`config.mk`:
```
export PLATFORM = sky130hd
export DESIGN_NAME = tmx_timer
export DESIGN_NICKNAME = d
export VERILOG_FILES = /design/src/design/tmx_pkg.sv /design/src/design/tmx_timer.sv
export SDC_FILE = /design/constraint.sdc
export NUM_CORES = 1
export LEC_CHECK = 0
export ABC_AREA = 1
export BUFFER_PORTS_ARGS = -buffer_cell sky130_fd_sc_hd__buf_2
export CAP_MARGIN = 20
export CORE_UTILIZATION = 45
export CTS_CLUSTER_DIAMETER = 30
export DETAILED_ROUTE_END_ITERATION = 7
export GPL_TIMING_DRIVEN = 0
export HOLD_SLACK_MARGIN = 0.06
export PLACE_DENSITY = 0.72
export SKIP_CTS_REPAIR_TIMING = 1
export SYNTH_ARGS = -nofsm -noshare
export SYNTH_HDL_FRONTEND = slang
export SYNTH_SLANG_ARGS = --single-unit
```
`constraint.sdc`:
```
create_clock -name sys_clk -period 1.9 [get_ports sys_clk]
set_input_delay 0.38 -clock sys_clk [delete_from_list [all_inputs] [get_ports sys_clk]]
set_output_delay 0.38 -clock sys_clk [all_outputs]
set_load 0.1 [all_outputs]
```
`src/design/tmx_pkg.sv`:
```
/*
 * tmx_pkg: constants for the prescaled reload timer.
 * Assumes a plain register port with byte-wide registers.
 */
package tmx_pkg;
    localparam int TMX_AW = 8;
    // register offsets
    localparam logic [7:0] TMX_MODE_ADDR = 8'h8b;
    localparam logic [7:0] TMX_PRE_ADDR = 8'h8c;
    localparam logic [7:0] TMX_TMR_ADDR = 8'h8d;
    localparam logic [7:0] TMX_SRC_ADDR = 8'h8e;
    localparam logic [7:0] TMX_STAT_ADDR = 8'h8f;
    localparam logic [7:0] TMX_MASK_ADDR = 8'h90;
    localparam logic [7:0] TMX_MODE_RST = 8'h00;
    localparam logic [7:0] TMX_RLD_RST = 8'hff;
    // mode register fields
    localparam int TMX_MOD0_BIT = 0;
    localparam int TMX_MOD1_BIT = 1;
    localparam int TMX_POL_BIT = 3;
    localparam int TMX_START_BIT = 7;
    localparam int TMX_OCNT_BIT = 2;
    localparam int TMX_MOD2_BIT = 4;
    // status bits
    localparam int TMX_ST_UNF = 0;
    localparam int TMX_ST_EDGE = 1;
    // mode encodings {mod2, mod1, mod0}
    localparam logic [2:0] TMX_M_TIMER = 3'h0;
    localparam logic [2:0] TMX_M_PULSE = 3'h1;
    localparam logic [2:0] TMX_M_EVENT = 3'h2;
    localparam logic [2:0] TMX_M_WIDTH = 3'h3;
    localparam logic [2:0] TMX_M_PERIOD = 3'h4;
    // count source select
    localparam logic [1:0] TMX_SRC_F1 = 2'h0;
    localparam logic [1:0] TMX_SRC_F2 = 2'h1;
    localparam logic [1:0] TMX_SRC_F8 = 2'h2;
    localparam logic [1:0] TMX_SRC_RING = 2'h3;
    localparam logic [2:0] TMX_DIV8_LAST = 3'h7;
    typedef enum logic [3:0] {
        TMX_WR_IDLE = 4'b0001,
        TMX_WR_RLD = 4'b0010,
        TMX_WR_CNT = 4'b0100,
        TMX_WR_RUN = 4'b1000
    } tmx_wr_t;
endpackage

```
`src/design/tmx_timer.sv`:
```
/*
 * tmx_timer: 8-bit down timer fed by an 8-bit prescaler, with reload,
 * start flag, count sources, pin modes and a masked interrupt.
 * Assumes one clock, synchronous reset, and pins from another domain.
 */
// Function
// - eight-bit down timer stage clocked by a separate eight-bit prescaler.
// - each stage has reload register and counter at one shared address.
// - internal source is sys clock divided by 1, 2, 8, or ring clock.
// - both stages decrement, reload on underflow and keep counting.
// - source to timer underflow division is (n+1)(m+1).
// - writing one to the start flag starts counting.
// - writing zero to the start flag stops, holding counter values.
// - every timer underflow raises the timer interrupt request.
// - reading a stage address returns that stage's counter value, except the timer returns the captured count in period mode.
// - write while stopped loads reload register and counter together.
// - write while counting: reload, then counter, resume at third input.
// - mode bits both zero select timer or period measurement mode.
// - polarity bit zero selects rising edge, one selects falling edge.
// - timer mode: count pin is I/O or external interrupt input.
// - five modes: timer, pulse, event, width and period measurement.
// - pulse output mode toggles the output pin on each timer underflow.
// - event counter mode counts active edges on the count pin.
// - measurement modes measure width or period of a pin pulse.
`timescale 1ns/10ps
module tmx_timer
    import tmx_pkg::*;
#(
    parameter int WIDTH = 8
) (
    input wire logic sys_clk,
    input wire logic reset,
    input wire logic [TMX_AW-1:0] reg_addr,
    input wire logic [7:0] reg_wdata,
    input wire logic reg_wr,
    input wire logic reg_rd,
    output logic [7:0] reg_rdata,
    input wire logic ring_oscillator_clock,
    input wire logic event_io_pin_in,
    output logic event_io_pin_out,
    output logic event_io_pin_oe,
    output logic event_io_inv_out,
    output logic event_io_inv_oe,
    output logic external_irq_one,
    output logic timer_irq,
    output logic irq
);
    // only the byte-wide datapath is built
    if (WIDTH != 8) begin : g_width_chk
        $error("tmx_timer supports only an 8-bit datapath");
    end

    logic [7:0] timer_mode_control_ff;
    logic [1:0] src_sel_ff;
    logic [7:0] pre_rld_ff, pre_cnt_ff, tmr_rld_ff, tmr_cnt_ff;
    logic [1:0] stat_ff, mask_ff;
    logic [7:0] rdata_ff;
    logic [2:0] div_ff;
    logic [2:0] ring_sync_ff, pin_sync_ff;
    logic ring_lvl_ff, pin_lvl_ff;
    logic out_ff, irq1_ff, tirq_ff;
    logic [7:0] pend_pre_ff, pend_tmr_ff;
    logic pend_pre_v_ff, pend_tmr_v_ff;
    tmx_wr_t wr_state_ff, nxt_wr_state;

    logic count_start_flag, polarity_switch;
    logic op_mode_select_low, op_mode_select_high;
    logic [2:0] mode;
    logic src_tick, pre_unf, tmr_unf, tick_ok;
    logic pin_rise, pin_fall, pin_edge, pin_level_active;
    logic wr_pre, wr_tmr, wr_any;

    function automatic logic hit(input logic [7:0] a, input logic [7:0] b);
        hit = (a == b);
    endfunction

    assign count_start_flag = timer_mode_control_ff[TMX_START_BIT];
    assign polarity_switch = timer_mode_control_ff[TMX_POL_BIT];
    assign op_mode_select_low = timer_mode_control_ff[TMX_MOD0_BIT];
    assign op_mode_select_high = timer_mode_control_ff[TMX_MOD1_BIT];
    // mod bits 0 0 give timer or period; mod2 tells them apart
    assign mode = {timer_mode_control_ff[TMX_MOD2_BIT],
                   op_mode_select_high, op_mode_select_low};

    // synchronisers: compare only second and third stages
    always_ff @(posedge sys_clk) begin
        if (reset) begin
            ring_sync_ff <= 3'h0;
            pin_sync_ff <= 3'h0;
            ring_lvl_ff <= 1'b0;
            pin_lvl_ff <= 1'b0;
        end else begin
            ring_sync_ff <= {ring_sync_ff[1:0], ring_oscillator_clock};
            pin_sync_ff <= {pin_sync_ff[1:0], event_io_pin_in};
            if (ring_sync_ff[1] == ring_sync_ff[2]) begin
                ring_lvl_ff <= ring_sync_ff[2];
            end
            if (pin_sync_ff[1] == pin_sync_ff[2]) begin
                pin_lvl_ff <= pin_sync_ff[2];
            end
        end
    end

    logic ring_rise;
    assign ring_rise = (ring_sync_ff[1] == ring_sync_ff[2])
                       && ring_sync_ff[2] && !ring_lvl_ff;
    assign pin_rise = (pin_sync_ff[1] == pin_sync_ff[2])
                      && pin_sync_ff[2] && !pin_lvl_ff;
    assign pin_fall = (pin_sync_ff[1] == pin_sync_ff[2])
                      && !pin_sync_ff[2] && pin_lvl_ff;
    assign pin_edge = polarity_switch ? pin_fall : pin_rise;
    // width mode counts while the pin is at the chosen level
    assign pin_level_active = polarity_switch ? !pin_lvl_ff : pin_lvl_ff;

    // divider for f2 and f8
    always_ff @(posedge sys_clk) begin
        if (reset) begin
            div_ff <= 3'h0;
        end else begin
            div_ff <= div_ff + 3'h1;
        end
    end

    logic int_tick;
    always_comb begin
        case (src_sel_ff)
            TMX_SRC_F1: int_tick = 1'b1;
            TMX_SRC_F2: int_tick = div_ff[0];
            TMX_SRC_F8: int_tick = (div_ff == TMX_DIV8_LAST);
            TMX_SRC_RING: int_tick = ring_rise;
            default: int_tick = 1'b0;
        endcase
    end

    always_comb begin
        case (mode)
            TMX_M_EVENT: src_tick = pin_edge;
            TMX_M_WIDTH: src_tick = int_tick && pin_level_active;
            default: src_tick = int_tick;
        endcase
    end

    assign wr_pre = reg_wr && hit(reg_addr, TMX_PRE_ADDR);
    assign wr_tmr = reg_wr && hit(reg_addr, TMX_TMR_ADDR);
    assign wr_any = wr_pre || wr_tmr;
    // while a running write is pending the counters pause
    assign tick_ok = src_tick && count_start_flag
                     && (wr_state_ff == TMX_WR_IDLE
                         || wr_state_ff == TMX_WR_RUN);
    assign pre_unf = tick_ok && (pre_cnt_ff == 8'h00);
    assign tmr_unf = pre_unf && (tmr_cnt_ff == 8'h00);

    // period mode: an active edge arms a hold of the timer count at the
    // next prescaler underflow; the underflow after it reloads the timer
    typedef enum logic [2:0] {
        TMX_CAP_IDLE = 3'h1,
        TMX_CAP_ARM = 3'h2,
        TMX_CAP_HELD = 3'h4
    } tmx_cap_t;
    tmx_cap_t cap_state_ff;
    logic [7:0] cap_ff;
    logic per_mode, per_cap, per_rld, tmr_evt;

    assign per_mode = (mode == TMX_M_PERIOD);
    assign per_cap = per_mode && cap_state_ff == TMX_CAP_ARM && pre_unf;
    assign per_rld = per_mode && cap_state_ff == TMX_CAP_HELD && pre_unf;
    assign tmr_evt = tmr_unf || per_rld;

    always_ff @(posedge sys_clk) begin
        if (reset) begin
            cap_state_ff <= TMX_CAP_IDLE;
        end else if (!per_mode || !count_start_flag) begin
            cap_state_ff <= TMX_CAP_IDLE;
        end else begin
            case (cap_state_ff)
                TMX_CAP_IDLE: begin
                    if (pin_edge) begin
                        cap_state_ff <= TMX_CAP_ARM;
                    end
                end
                TMX_CAP_ARM: begin
                    if (pre_unf) begin
                        cap_state_ff <= TMX_CAP_HELD;
                    end
                end
                TMX_CAP_HELD: begin
                    if (pre_unf) begin
                        cap_state_ff <= TMX_CAP_IDLE;
                    end
                end
                default: cap_state_ff <= TMX_CAP_IDLE;
            endcase
        end
    end

    // period-mode read-out buffer; software sees a steady value while the timer runs
    always_ff @(posedge sys_clk) begin
        if (reset) begin
            cap_ff <= TMX_RLD_RST;
        end else if (per_cap) begin
            cap_ff <= tmr_cnt_ff;
        end
    end

    // mode register and software settings
    always_ff @(posedge sys_clk) begin
        if (reset) begin
            timer_mode_control_ff <= TMX_MODE_RST;
            src_sel_ff <= TMX_SRC_F1;
            mask_ff <= 2'h0;
        end else if (reg_wr) begin
            if (hit(reg_addr, TMX_MODE_ADDR)) begin
                timer_mode_control_ff <= reg_wdata;
            end
            if (hit(reg_addr, TMX_SRC_ADDR)) begin
                src_sel_ff <= reg_wdata[1:0];
            end
            if (hit(reg_addr, TMX_MASK_ADDR)) begin
                mask_ff <= reg_wdata[1:0];
            end
        end
    end

    // running-write sequencer: reload, counter, resume on source inputs
    always_comb begin
        nxt_wr_state = wr_state_ff;
        case (wr_state_ff)
            TMX_WR_IDLE: begin
                if (wr_any && count_start_flag) begin
                    nxt_wr_state = TMX_WR_RLD;
                end
            end
            TMX_WR_RLD: if (src_tick) nxt_wr_state = TMX_WR_CNT;
            TMX_WR_CNT: if (src_tick) nxt_wr_state = TMX_WR_RUN;
            TMX_WR_RUN: if (src_tick) nxt_wr_state = TMX_WR_IDLE;
            default: nxt_wr_state = TMX_WR_IDLE;
        endcase
        if (!count_start_flag) begin
            nxt_wr_state = TMX_WR_IDLE;
        end
    end

    always_ff @(posedge sys_clk) begin
        if (reset) begin
            wr_state_ff <= TMX_WR_IDLE;
        end else begin
            wr_state_ff <= nxt_wr_state;
        end
    end

    always_ff @(posedge sys_clk) begin
        if (reset) begin
            pend_pre_ff <= TMX_RLD_RST;
            pend_tmr_ff <= TMX_RLD_RST;
            pend_pre_v_ff <= 1'b0;
            pend_tmr_v_ff <= 1'b0;
        end else if (wr_any && count_start_flag) begin
            if (wr_pre) begin
                pend_pre_ff <= reg_wdata;
                pend_pre_v_ff <= 1'b1;
            end
            if (wr_tmr) begin
                pend_tmr_ff <= reg_wdata;
                pend_tmr_v_ff <= 1'b1;
            end
        end else if (!count_start_flag
                     || (wr_state_ff == TMX_WR_RUN && src_tick)) begin
            // a stop drops pending values so no later write replays them
            pend_pre_v_ff <= 1'b0;
            pend_tmr_v_ff <= 1'b0;
        end
    end

    logic rld_step, cnt_step;
    assign rld_step = wr_state_ff == TMX_WR_RLD && src_tick;
    assign cnt_step = wr_state_ff == TMX_WR_CNT && src_tick;

    // prescaler stage
    always_ff @(posedge sys_clk) begin
        if (reset) begin
            pre_rld_ff <= TMX_RLD_RST;
            pre_cnt_ff <= TMX_RLD_RST;
        end else begin
            if (wr_pre && !count_start_flag) begin
                pre_rld_ff <= reg_wdata;
                pre_cnt_ff <= reg_wdata;
            end else if (rld_step && pend_pre_v_ff) begin
                pre_rld_ff <= pend_pre_ff;
            end else if (cnt_step && pend_pre_v_ff) begin
                pre_cnt_ff <= pre_rld_ff;
            end else if (pre_unf) begin
                pre_cnt_ff <= pre_rld_ff;
            end else if (tick_ok) begin
                pre_cnt_ff <= pre_cnt_ff - 8'h01;
            end
        end
    end

    // timer stage, decremented only by prescaler underflow
    always_ff @(posedge sys_clk) begin
        if (reset) begin
            tmr_rld_ff <= TMX_RLD_RST;
            tmr_cnt_ff <= TMX_RLD_RST;
        end else begin
            if (wr_tmr && !count_start_flag) begin
                tmr_rld_ff <= reg_wdata;
                tmr_cnt_ff <= reg_wdata;
            end else if (rld_step && pend_tmr_v_ff) begin
                tmr_rld_ff <= pend_tmr_ff;
            end else if (cnt_step && pend_tmr_v_ff) begin
                tmr_cnt_ff <= tmr_rld_ff;
            end else if (tmr_unf || per_rld) begin
                tmr_cnt_ff <= tmr_rld_ff;
            end else if (pre_unf) begin
                tmr_cnt_ff <= tmr_cnt_ff - 8'h01;
            end
        end
    end

    // pin outputs and interrupt pulses
    always_ff @(posedge sys_clk) begin
        if (reset) begin
            out_ff <= 1'b0;
            irq1_ff <= 1'b0;
            tirq_ff <= 1'b0;
        end else begin
            tirq_ff <= tmr_evt;
            // timer mode: pin edge feeds the external interrupt
            irq1_ff <= pin_edge && (mode != TMX_M_PULSE);
            if (mode != TMX_M_PULSE || (wr_tmr && !count_start_flag)) begin
                out_ff <= polarity_switch; // start level
            end else if (tmr_unf) begin
                out_ff <= !out_ff;
            end
        end
    end

    assign timer_irq = tirq_ff;
    assign external_irq_one = irq1_ff;
    assign event_io_pin_out = out_ff;
    assign event_io_pin_oe = (mode == TMX_M_PULSE);
    assign event_io_inv_out = !out_ff;
    // inverted output only in pulse mode; otherwise a plain I/O
    assign event_io_inv_oe = (mode == TMX_M_PULSE)
                             && timer_mode_control_ff[TMX_OCNT_BIT];

    // sticky status, set wins over write-one-to-clear
    always_ff @(posedge sys_clk) begin
        if (reset) begin
            stat_ff <= 2'h0;
        end else begin
            if (reg_wr && hit(reg_addr, TMX_STAT_ADDR)) begin
                stat_ff <= stat_ff & ~reg_wdata[1:0];
            end
            if (tmr_evt) begin
                stat_ff[TMX_ST_UNF] <= 1'b1;
            end
            if (irq1_ff) begin
                stat_ff[TMX_ST_EDGE] <= 1'b1;
            end
        end
    end

    assign irq = |(stat_ff & mask_ff);

    // read data one cycle after the strobe
    always_ff @(posedge sys_clk) begin
        if (reset) begin
            rdata_ff <= 8'h00;
        end else if (reg_rd) begin
            case (reg_addr)
                TMX_MODE_ADDR: rdata_ff <= timer_mode_control_ff;
                TMX_PRE_ADDR: rdata_ff <= pre_cnt_ff;
                TMX_TMR_ADDR: begin
                    rdata_ff <= per_mode ? cap_ff : tmr_cnt_ff;
                end
                TMX_SRC_ADDR: rdata_ff <= {6'h00, src_sel_ff};
                TMX_STAT_ADDR: rdata_ff <= {6'h00, stat_ff};
                TMX_MASK_ADDR: rdata_ff <= {6'h00, mask_ff};
                default: rdata_ff <= 8'h00;
            endcase
        end else begin
            rdata_ff <= 8'h00;
        end
    end

    assign reg_rdata = rdata_ff;
endmodule

```
==> out/results.txt <==
number of synthesized flops with an enable pin: 0
DP Worst Slack: -280 ps
area growth from synthesis to final layout: 20.3%
Post-Syn Area: 5050 µm²
via-per-instance ratio: 5.51
post-synthesis sequential element count: 101
Rel. slew slack: 61.0%
RSZ-0062 raised after global routing: yes
commonest cells in the netlist: 183 x nand2_1, 101 x dfxtp_1, 101 x inv_1, 63 x nor2_1, 48 x a21oi_1
Die Y: 108 µm
worst hold margin: 179 ps
initial antenna violation count: 0
post-route antenna net violation count: 0
Main synth FF type: dfxtp_1
placeable core area: 10900 µm²
global-route wire length before repair: 22800 µm
number of cells on the worst reg-to-reg path: 11
Critical Path Sink Type: register
Setup Skew: 18.7 ps
smallest setup slack after layout: 0.245 ps
CTS tree: yes
Setup Viol. Count Final: 0
via count of the first global-routing pass: 4650
total of max-cap violations: 0
number of buffers on the longest clock path: 2
required time at the endpoint of the critical path: 2180 ps
share of synthesized flip-flops with an asynchronous set or reset: 0%
top fanout value on the critical path: 8
DP HPWL: 10600 µm
Worst Tran Pin Value: 585 ps
net count after synthesis: 744
status: finished, final reports clean
clock buffer count from CTS: 9
WL final: 15100 µm
number of nets in the layout: 812
CTS H-tree depth: 3
Top Usage Layer GRT: met2
wire length per cell: 16.3 µm
Hold Crit Class: in -> reg
Worst-path clk slew: 110 ps
average footprint of a synthesized cell: 7.06 µm²
max-slew violation count: 0
Critical Setup Path Class: reg -> reg
number of buffer cells added on primary ports: 36
width of the die: 108 µm
ratio of total power to cell area: 620 nW/µm²
most area-consuming cells after synthesis: dfxtp_1 40%, nand2_1 14%, inv_1 7.5%
leading cell type by number of instances after synthesis: nand2_1
met1 track utilization from global routing: 35.5%
number of antenna diodes: 0
total congestion overflow: 0
maximum number of pins on one net before global-route repair: 17
total global-route track usage: 25.8%
dominant cell type by area after synthesis: dfxtp_1
layout cell share with drive strength beyond 1: 20.1%
overall die area: 11700 µm²
DRC: 0
global routing met2 resource utilization: 39.7%
Finished Cell Area: 6070 µm²
standby leakage power: 0.00292 µW
sequential-to-total area share from yosys stat: 40.0%
part of the cycle the worst path needs: 100%
TNS Setup: 0 ps
total count of hold-check failures in the final report: 0
Synth cell types: 39
Top-Level Pins: 37
final critical path time including I/O delays and setup: 1900 ps
master cell of the clock root buffer: clkbuf_8
met3 track utilization from global routing: 4.40%
via count of the routed design: 5112
initial core utilization: 46.4%
signal arrival time at the worst endpoint: 2180 ps
maximum ir drop on the vdd rail: 0.385 mV
hold-critical path depth: 3
fraction of synthesized cell area taken by the top area cell type: 40.0%
crit start category: register
top achievable clock speed: 0.526 GHz
starting DRC count in detailed routing: 396
clock latency reported for the late side of the worst-skew pair: 390 ps
routability-driven placement congestion ratio: 0.915
number of search-and-repair iterations in the first detailed-routing pass: 5
number of instances in the synthesized netlist: 715
warning count from the yosys run: 0
placement row count: 38
Clock Sinks: 101
Post-Place Cell Area: 5440 µm²
## cell usage in the layout, fill, tap and decap left out, types with 5 or more instances in the layout
| cell | synthesis | routed |
|---|---|---|
| nand2_1 | 183 | 176 |
| inv_1 | 101 | 92 |
| dfxtp_1 | 101 | 91 |
| nor2_1 | 63 | 58 |
| a21oi_1 | 48 | 46 |
| nand3_1 | 47 | 40 |
| buf_2 | 3 | 37 |
| o211ai_1 | 32 | 32 |
| o21ai_0 | 31 | 31 |
| buf_4 | 2 | 21 |
| inv_2 | 6 | 10 |
| clkbuf_1 | 10 | 10 |
| clkbuf_8 | 0 | 10 |
| xor2_1 | 9 | 9 |
| o22ai_1 | 10 | 9 |
| nand3_2 | 1 | 7 |
| nand3_4 | 6 | 7 |
| nand4_1 | 7 | 7 |
| nor2_2 | 4 | 6 |
| nand2_2 | 2 | 6 |
| o221ai_1 | 6 | 6 |
| nor3_1 | 7 | 6 |
| ha_4 | 0 | 6 |
| dfxtp_2 | 0 | 6 |
| inv_4 | 1 | 5 |
## cell type report
class                   count  area [µm²]
multi-input cells         486        2760
plain buffers              20         118
inverters                 108         422
well taps                 140         175
fillers                  1012        4810
repair buffers             57         357
flip-flops and latches    101        2040
clock inverters             5        57.6
clock buffers              11         141
## metrics by stage
step | cells | power [µW] | util (%)
detailed placement | 891 | 2360 | 50.0
finish | 928 | 3760 | 55.8
global placement | 891 | 2350 | 50.0
global route | 928 | 3870 | 55.8
CTS | 907 | 3750 | 51.8
floorplan | 715 | 2280 | -
## routing by layer
metal  up-vias  part of all wire, %
li1       2470                    -
met1      2382                   43
met2       222                   46
met3        38                  7.8
met4         0                  3.3
met5         -                    0
## worst max-delay path: stages, from the launching register on
cell and delay [ps]:
dfxtp_1 350, inv_1 60, nor3_1 400, nand2_1 160, nand2_1 120, nand4_1 160
nand2_2 200, nand2_1 80, nand3_1 70, nand2_1 80, nand2_1 70, nand2_1 40
## kinds of logic after synthesis
group | after synthesis | synth area share, %
AND/OR/NAND/NOR | 333 | 30.0
AO/OA/AOI/OAI | 135 | 16.1
buffers and inverters | 128 | 10.2
flip-flops | 101 | 40.0
XOR/XNOR | 11 | 1.91
adder cells (fa/ha/maj) | 7 | 1.73
## report_power, final
part	internal, µW	switching, µW	total [µW]
registers	2130	12.5	2140
clock network	649	787	1440
logic	54.2	135	189
## path summary, 6_finish.rpt
| path | start | to | slack [ps] |
|---|---|---|---|
| worst max-delay path | cap_state_ff[2] | tmr_cnt_ff[5] | 0.2 |
| worst min register to register | pin_sync_ff[0] | pin_sync_ff[1] | 400 |
| worst min-delay path | event_io_pin_in | pin_sync_ff[0] | 180 |
| worst max register to register | cap_state_ff[2] | tmr_cnt_ff[5] | 0.2 |
## state kept, by name, indices dropped and copies added (netlist names), 3 cells and up
register,count
pre_cnt_ff,8
ring_sync_ff,3
cap_ff,8
pin_sync_ff,3
wr_state_ff,4
pend_tmr_ff,8
timer_mode_control_ff,8
tmr_rld_ff,8
reg_rdata,8
pend_pre_ff,8
div_ff,3
cap_state_ff,3
tmr_cnt_ff,8
pre_rld_ff,8
Power figures use the tool's default switching activity.
